==> src/verilog/cac_pkg.sv <==
// Package: constants for the central arbitration control block
package cac_pkg;
  // Clock and timing
  localparam int CLK_PS = 25000;
  localparam int ARB_NORM_NS = 300;
  localparam int ARB_SLOW_NS_X10 = 3125;
  localparam int ARB_EXT_NS = 750;
  localparam int ARB_MIN_NS = 100;
  localparam int REFRESH_US = 15;
  localparam int SLOW_CPU_MHZ = 16;

  // Least time in picoseconds to whole cycles, at least one
  function automatic int ps_to_cyc(input int ps);
    int c;
    c = (ps + CLK_PS - 1) / CLK_PS;
    return (c < 1) ? 1 : c;
  endfunction

  localparam int ARB_NORM_CYC = ps_to_cyc(ARB_NORM_NS * 1000);
  localparam int ARB_SLOW_CYC = ps_to_cyc(ARB_SLOW_NS_X10 * 100);
  localparam int ARB_EXT_CYC = ps_to_cyc(ARB_EXT_NS * 1000);
  localparam int ARB_MIN_CYC = ps_to_cyc(ARB_MIN_NS * 1000);
  // Approximate period, rounded down
  localparam int REFRESH_CYC = (REFRESH_US * 1000000) / CLK_PS;

  // Register map
  localparam logic [11:0] ARB_CTRL_OFF = 12'h090;
  localparam logic [7:0] ARB_CTRL_RST = 8'h00;
  localparam int BIT_CPU_EN = 7;
  localparam int BIT_NMI = 6;
  localparam int BIT_TOUT = 5;
  localparam int BIT_EXT = 5;
  localparam int BIT_IRQ_EN = 4;

  // Arbitration levels
  localparam logic [3:0] LVL_SYSTEM = 4'hf;
  localparam logic [3:0] LVL_ZERO = 4'h0;
  localparam logic [3:0] LVL_FLOPPY = 4'h2;
  // Pin levels held in the synchronisers during reset: system level, strobes idle
  localparam logic [8:0] PIN_IDLE = 9'h1f8;

  typedef enum logic [1:0] {
    CAC_GNT,
    CAC_ARB,
    CAC_REFRESH
  } cac_state_t;
endpackage

==> src/verilog/cac_central_arbiter.sv <==
// Central arbiter: cycle timing, time-out monitor, preempt generator
//
// Local design decision: the APB interface to the registers.
`timescale 1ns/100ps
module cac_central_arbiter
  import cac_pkg::*;
#(
  parameter int ADDR_W = 12,
  parameter int CPU_MHZ = 20
) (
  input wire logic pclk,
  input wire logic presetn,
  input wire logic [ADDR_W-1:0] paddr,
  input wire logic psel,
  input wire logic penable,
  input wire logic pwrite,
  input wire logic [31:0] pwdata,
  output logic [31:0] prdata,
  output logic pready,
  output logic pslverr,
  input wire logic [3:0] priority_level_value,
  input wire logic cmd_n,
  input wire logic burst_n,
  input wire logic floppy_dma_request,
  input wire logic irq_active,
  input wire logic nmi_request,
  input wire logic chan2_masked,
  input wire logic dma_master_clear,
  input wire logic refresh_done,
  output logic arb_gnt,
  output logic preempt_n,
  output logic nmi,
  output logic dma_reset,
  output logic refresh_active,
  output logic cpu_cycles_en
);

  localparam int SYNC_W = 9;
  localparam int CNT_W = 10;
  localparam logic [CNT_W-1:0] NORM_C = CNT_W'(ARB_NORM_CYC);
  localparam logic [CNT_W-1:0] SLOW_C = CNT_W'(ARB_SLOW_CYC);
  localparam logic [CNT_W-1:0] EXT_C = CNT_W'(ARB_EXT_CYC);
  localparam logic [CNT_W-1:0] MIN_C = CNT_W'(ARB_MIN_CYC);
  localparam logic [CNT_W-1:0] REF_C = CNT_W'(REFRESH_CYC);
  localparam logic [CNT_W-1:0] ONE_C = 10'h001;

  //////////////////////////////////////////////////////////////////////
  // Pin synchronisers
  logic [SYNC_W-1:0] sync1;
  logic [SYNC_W-1:0] sync2;
  wire [SYNC_W-1:0] pins_in = {priority_level_value, cmd_n, burst_n,
                               floppy_dma_request, irq_active, nmi_request};

  always_ff @(posedge pclk or negedge presetn) begin
    if (!presetn) begin
      // Idle levels, so the bus looks quiet and no false edge follows reset
      sync1 <= PIN_IDLE;
      sync2 <= PIN_IDLE;
    end else begin
      sync1 <= pins_in;
      sync2 <= sync1;
    end
  end

  wire [3:0] level = sync2[8:5];
  wire cmd_act = ~sync2[4];
  wire burst_act = ~sync2[3];
  wire drq_s = sync2[2];
  wire irq_s = sync2[1];
  wire nmi_req_s = sync2[0];

  //////////////////////////////////////////////////////////////////////
  // APB slave, one wait state
  logic [7:0] ctrl;
  logic tout;
  logic [3:0] cap_level;
  wire hit = (paddr == ADDR_W'(ARB_CTRL_OFF));
  wire acc = psel & penable;
  wire take = acc & pready;
  wire wr = take & pwrite & hit;
  wire [7:0] rd_val = {ctrl[BIT_CPU_EN], ctrl[BIT_NMI], tout,
                       ctrl[BIT_IRQ_EN], cap_level};

  always_ff @(posedge pclk or negedge presetn) begin
    if (!presetn) begin
      pready <= 1'b0;
      pslverr <= 1'b0;
      prdata <= '0;
    end else begin
      pready <= acc & ~pready;
      pslverr <= acc & ~pready & ~hit;
      prdata <= (acc & ~pready & hit) ? {24'h000000, rd_val} : 32'h00000000;
    end
  end

  //////////////////////////////////////////////////////////////////////
  // Refresh timer and time-out monitor
  cac_state_t state;
  cac_state_t next_state;
  logic [CNT_W-1:0] ref_cnt;
  logic ref_pend;
  wire ref_tick = (ref_cnt == REF_C - ONE_C);
  // Timer period drives the monitor
  wire armed = ref_pend & (state != CAC_REFRESH);
  wire tout_ev = armed & ref_tick;
  wire ref_start = (state == CAC_ARB) & ref_pend;

  always_ff @(posedge pclk or negedge presetn) begin
    if (!presetn) begin
      ref_cnt <= '0;
      ref_pend <= 1'b0;
    end else begin
      ref_cnt <= ref_tick ? '0 : ref_cnt + ONE_C;
      // A new request wins over service in the same cycle
      if (ref_tick) begin
        ref_pend <= 1'b1;
      end else if (ref_start) begin
        ref_pend <= 1'b0;
      end
    end
  end

  //////////////////////////////////////////////////////////////////////
  // Control register; hardware sets win over a software clear
  wire nmi_ev = tout_ev | nmi_req_s;
  wire clr6 = wr & ~pwdata[BIT_NMI];
  wire set6 = nmi_ev | (wr & pwdata[BIT_NMI]);
  // Output follows the bit's next value so it drops with the clearing write
  wire next_nmi = set6 | (ctrl[BIT_NMI] & ~clr6);

  always_ff @(posedge pclk or negedge presetn) begin
    if (!presetn) begin
      ctrl <= ARB_CTRL_RST;
      tout <= 1'b0;
      cap_level <= LVL_ZERO;
    end else begin
      if (wr) begin
        ctrl[BIT_CPU_EN] <= pwdata[BIT_CPU_EN];
        ctrl[BIT_EXT] <= pwdata[BIT_EXT];
        ctrl[BIT_IRQ_EN] <= pwdata[BIT_IRQ_EN];
        ctrl[3:0] <= 4'h0;
      end
      if (set6) begin
        ctrl[BIT_NMI] <= 1'b1;
      end else if (clr6) begin
        ctrl[BIT_NMI] <= 1'b0;
      end
      if (tout_ev) begin
        tout <= 1'b1;
        cap_level <= level;
      end else if (clr6) begin
        tout <= 1'b0;
      end
    end
  end

  //////////////////////////////////////////////////////////////////////
  // Arbitration cycle sequencer
  logic [CNT_W-1:0] arb_cnt;
  logic [3:0] owner;
  logic owner_master;
  logic fl_pre;
  logic drq_d;
  logic xfer_seen;
  wire [CNT_W-1:0] dflt_c = (CPU_MHZ == SLOW_CPU_MHZ) ? SLOW_C : NORM_C;
  wire [CNT_W-1:0] dur_c = ctrl[BIT_EXT] ? EXT_C : dflt_c;
  wire early = (level == LVL_ZERO) & (arb_cnt >= MIN_C);
  wire done_t = (arb_cnt >= dur_c) | early;
  // NMI flag and pending refresh hold the line at arbitration
  wire hold = ctrl[BIT_NMI] | ref_pend;
  wire arb_end = (state == CAC_ARB) & done_t & ~hold;
  wire not_sys = (level != LVL_SYSTEM);
  wire in_gnt = (state == CAC_GNT);
  // A granted master must run a transfer and go quiet before it gives way to a preempt
  wire owner_busy = owner_master & (~xfer_seen | cmd_act | burst_act);
  wire idle = in_gnt & owner_master & xfer_seen & ~cmd_act & ~burst_act;
  wire pre_ref = in_gnt & ref_pend;
  wire pre_nmi = in_gnt & ctrl[BIT_NMI] & not_sys;
  wire pre_irq = in_gnt & not_sys & ctrl[BIT_IRQ_EN] & irq_s;
  wire pre_any = fl_pre | pre_ref | pre_nmi | pre_irq;
  // A master that never lets go is only freed by an NMI event: the time-out or the NMI request pin
  wire start = in_gnt & ((pre_any & ~owner_busy) | idle | nmi_ev);

  always_comb begin
    next_state = state;
    case (state)
      CAC_GNT: begin
        if (start) begin
          next_state = CAC_ARB;
        end
      end
      CAC_ARB: begin
        if (ref_start) begin
          next_state = CAC_REFRESH;
        end else if (arb_end) begin
          next_state = CAC_GNT;
        end
      end
      CAC_REFRESH: begin
        if (refresh_done) begin
          next_state = CAC_ARB;
        end
      end
      default: begin
        next_state = CAC_GNT;
      end
    endcase
  end

  always_ff @(posedge pclk or negedge presetn) begin
    if (!presetn) begin
      state <= CAC_GNT;
      arb_cnt <= '0;
      owner <= LVL_SYSTEM;
      owner_master <= 1'b0;
    end else begin
      state <= next_state;
      // Counter keeps running through refresh so time only grows
      if (state == CAC_GNT) begin
        arb_cnt <= '0;
      end else if (arb_cnt != {CNT_W{1'b1}}) begin
        arb_cnt <= arb_cnt + ONE_C;
      end
      if (arb_end) begin
        owner <= level;
        owner_master <= not_sys;
      end
    end
  end

  // Bus activity seen since this grant began; cleared while arbitrating
  always_ff @(posedge pclk or negedge presetn) begin
    if (!presetn) begin
      xfer_seen <= 1'b0;
    end else begin
      xfer_seen <= in_gnt & (xfer_seen | cmd_act | burst_act);
    end
  end

  //////////////////////////////////////////////////////////////////////
  // Floppy preempt source; a fresh request wins over a clear
  wire fl_set = drq_s & ~drq_d & ~chan2_masked;
  wire fl_win = arb_end & (level == LVL_FLOPPY);
  wire fl_clr = dma_master_clear | fl_win;

  always_ff @(posedge pclk or negedge presetn) begin
    if (!presetn) begin
      drq_d <= 1'b0;
      fl_pre <= 1'b0;
    end else begin
      drq_d <= drq_s;
      if (fl_set) begin
        fl_pre <= 1'b1;
      end else if (fl_clr) begin
        fl_pre <= 1'b0;
      end
    end
  end

  //////////////////////////////////////////////////////////////////////
  // Registered outputs
  always_ff @(posedge pclk or negedge presetn) begin
    if (!presetn) begin
      arb_gnt <= 1'b0;
      preempt_n <= 1'b1;
      nmi <= 1'b0;
      dma_reset <= 1'b0;
      refresh_active <= 1'b0;
      cpu_cycles_en <= 1'b0;
    end else begin
      arb_gnt <= (next_state != CAC_GNT);
      preempt_n <= ~pre_any;
      nmi <= next_nmi;
      dma_reset <= tout_ev;
      refresh_active <= (next_state == CAC_REFRESH);
      cpu_cycles_en <= ctrl[BIT_CPU_EN];
    end
  end

  // Owner value is not used by any decode; level itself is not driven here
  wire unused_owner = ^owner;

endmodule

==> config.mk <==
export PLATFORM = sky130hd
export DESIGN_NAME = cac_central_arbiter
export DESIGN_NICKNAME = d
export VERILOG_FILES = /design/src/verilog/cac_pkg.sv /design/src/verilog/cac_central_arbiter.sv
export SDC_FILE = /design/constraint.sdc
export NUM_CORES = 1
export LEC_CHECK = 0
export BUFFER_PORTS_ARGS = -buffer_cell sky130_fd_sc_hd__buf_4
export CORE_ASPECT_RATIO = 1.2
export CORE_MARGIN = 3
export CORE_UTILIZATION = 50
export CTS_BUF_LIST = sky130_fd_sc_hd__clkbuf_2
export DETAILED_ROUTE_END_ITERATION = 12
export PLACE_DENSITY = 0.83
export SLEW_MARGIN = 20
export SYNTH_ARGS = -nofsm -noshare
export SYNTH_HDL_FRONTEND = slang
export SYNTH_SLANG_ARGS = --single-unit
==> constraint.sdc <==
create_clock -name pclk -period 3.01 [get_ports pclk]
set_input_delay 0.301 -clock pclk [delete_from_list [all_inputs] [get_ports pclk]]
set_output_delay 0.301 -clock pclk [all_outputs]
set_load 0.01 [all_outputs]
==> results.sh <==
export IMPL_wirelength_um=5160
export IMPL_hold_violations=0
export IMPL_hp_class="in -> reg"
export IMPL_irDropWorstVdd_uv=344
export IMPL_layout_commonest_cell="dfrtp_1"
export IMPL_synth_adder_area_share_pct=2.11
export IMPL_core_area_um2=5710
export IMPL_cts_resized=0
export IMPL_cts_tree="done"
export IMPL_skew_ns=0.0310
export IMPL_placementRows=30
export IMPL_die_w_um=76.3
export IMPL_area_growth_pct=20.4
export IMPL_grt_max_degree=71
export IMPL_wl_per_cell_um=12.9
export IMPL_hold_buffers=14
export IMPL_dp_hpwl_um=3660
export IMPL_rrSetupSlack_ns=0.81
export IMPL_crit_chain="inv_1, ha_1, nand2b_4, a2111oi_4, nor3_1, or4_4, o32a_1"
export IMPL_syn_area_per_cell_um2=11.8
export IMPL_gp_congestion=0.883
export IMPL_finish_instance_area_um2=3570
export IMPL_period_minus_slack_ns=2.20
export IMPL_netlist_instances=251
export IMPL_leakagePower_nw=1.73
export IMPL_gr_usage_all_layers_pct=16.2
export IMPL_setup_viol=0
export IMPL_critPathLaunchType="register"
export IMPL_synth_edf_count=0
export IMPL_ant_nets=0
export IMPL_path_buf_inv=1
export IMPL_period_share_pct=73.2
export IMPL_power_density_nw_per_um2=537
export IMPL_cp_max_fo=4
export IMPL_grt_overflow=0
export IMPL_synth_ff_type="dfrtp_1"
export IMPL_root_buffer="clkbuf_2"
export IMPL_cts_buffers=9
export IMPL_required_ns=3.43
export IMPL_cts_sinks=70
export IMPL_antenna_found_initial=0
export IMPL_synth_distinct_cells=45
export IMPL_synth_top_family_by_area="simple AND/OR/NAND/NOR gates"
export IMPL_place_area_um2=3300
export IMPL_vias=1982
export IMPL_synthXorXnorAreaFrac_pct=4.14
export IMPL_rsz0062_at_grt="no"
export IMPL_die_area_um2=6890
export IMPL_cap_violations=0
export IMPL_arrival_ns=2.63
export IMPL_fin_setup_tns_ns=0
export IMPL_grt_pass1_vias=1891
export IMPL_max_freq_mhz=454
export IMPL_path_class="reg -> reg"
export IMPL_clk_pin_slew_ns=0.21
export IMPL_port_buffer_count=48
export IMPL_async_flop_share_pct=100
export IMPL_drive_gt1_share_pct=27.4
export IMPL_relSlewSlack_pct=44.6
export IMPL_post_cts_buffers=0
export IMPL_drc=0
export IMPL_slowest_delay_ns=0.44
export IMPL_avgViaCountPerCell=4.94
export IMPL_final_cell_mix="dfrtp_1 (57), buf_4 (49), nor2_1 (25)"
export IMPL_ys_seq_area_share_pct=59.6
export IMPL_yosysWarnings=0
export IMPL_grt_first_pass_wirelength_um=8840
export IMPL_tightest_slew_ns=0.831
export IMPL_drtIter0Drc=182
export IMPL_slew_viol_final=0
export IMPL_io_pins=101
export IMPL_htree_levels=3
export IMPL_synth_compound_area_share_pct=5.06
export IMPL_synthSimpleGateAreaFrac_pct=17.2
export IMPL_synth_mux_area_share_pct=3.71
export IMPL_netlist_area_um2=2970
export IMPL_synth_ff_latch_count=70
export IMPL_status="complete, no violations"
export IMPL_diodes=0
export IMPL_fin_nets=382
export IMPL_start_util_pct=52.0
export IMPL_worst_path_max_delay_cell="or4_4"
export IMPL_clk_latency_ns=0.51
export IMPL_clockBufferDepth=2
export IMPL_end_kind="register"
export IMPL_die_h_um=90.4
export IMPL_drtPass1Iterations=4
export IMPL_cp_top_family="compound AO/OA/AOI/OAI gates"
-- kinds of logic after synthesis --
group,Yosys count
buffers and inverters,38
XOR/XNOR,14
flip-flops,70
adder cells (fa/ha/maj),5
AND/OR/NAND/NOR,95
other,1
multiplexers,10
AO/OA/AOI/OAI,18
-- report_power, final --
group,total [mW],switching (mW),internal [mW]
Clock,0.557,0.355,0.201
Combinational,0.280,0.149,0.131
Sequential,1.08,0.0747,1.01
-- layout make-up --
type	count	area, um2
Multi-Input combinational cell	166	1050
Inverter	6	22.5
Clock inverter	7	80.1
Sequential cell	70	1770
Clock buffer	9	45.0
Fill cell	436	2140
Tap cell	80	100
Timing Repair Buffer	63	508
-- registers in the layout (all words and copies together), names as in the netlist, 2 cells and up --
| name | cells |
|---|---|
| sync1 | 9 |
| ref_cnt | 10 |
| prdata | 8 |
| ctrl | 4 |
| state | 2 |
| sync2 | 9 |
| cap_level | 4 |
| arb_cnt | 10 |
-- tightest hold or removal path, cell delays in order --
cell and delay [ns]:
buf_4 0.08, o21ai_0 0.07, nand2b_1 0.07
-- final timing paths --
kind | startpoint | to | cells after the start
max in group asynchronous | presetn | ref_cnt[6]$_DFF_PN0_ | 2
min reg2reg | sync1[7]$_DFF_PN1_ | sync2[7]$_DFF_PN1_ | 0
max reg2reg | arb_cnt[1]$_DFFE_PN0P_ | fl_pre$_DFFE_PN0P_ | 7
min | pwdata[6] | tout$_DFFE_PN0P_ | 3
min in group asynchronous | presetn | prdata[7]$_DFF_PN0_ | 2
max | arb_cnt[1]$_DFFE_PN0P_ | fl_pre$_DFFE_PN0P_ | 7
-- per-layer routing --
| metal | wire length [um] | part of all wire (%) | up-vias | global-route usage (%) |
|---|---|---|---|---|
| met5 | 0 | 0 | - | 0 |
| met4 | 131 | 2.5 | 0 | 8.76 |
| met3 | 373 | 7.2 | 13 | 4.49 |
| met2 | 2470 | 48 | 89 | 26.0 |
| met1 | 2180 | 42 | 934 | 19.7 |
| li1 | - | - | 946 | - |
-- stage by stage --
step / util, % / std cells / setup WS (ns) / total power, mW / hold slack [ns]
after floorplan: - / 274 / 0.925 / 1.28 / 0.00541
after global placement: 57.9 / 371 / 0.826 / 1.35 / 0.332
after detailed placement: 57.9 / 371 / 0.807 / 1.36 / 0.339
after CTS: 62.6 / 401 / 0.792 / 1.93 / 0.0335
after global routing: 62.6 / 401 / 0.615 / 2.01 / 0.0569
final: 62.6 / 401 / 0.805 / 1.92 / 0.0584
-- synthesized netlist by cell type (4+ instances only) --
cell	count	area, um2
xor2_1	9	78.8
inv_1	6	22.5
dfrtp_1	57	1430
nand3_1	9	45.0
nand2b_1	4	25.0
mux2_2	7	78.8
xnor2_1	5	43.8
clkbuf_1	6	22.5
nor2_1	25	93.8
dfstp_2	13	342
buf_4	25	188
nand2_1	12	45.0
and2_1	11	68.8
ha_1	5	62.6
nor3_1	10	50.1
Note: power is estimated with default switching activity, not from simulation.
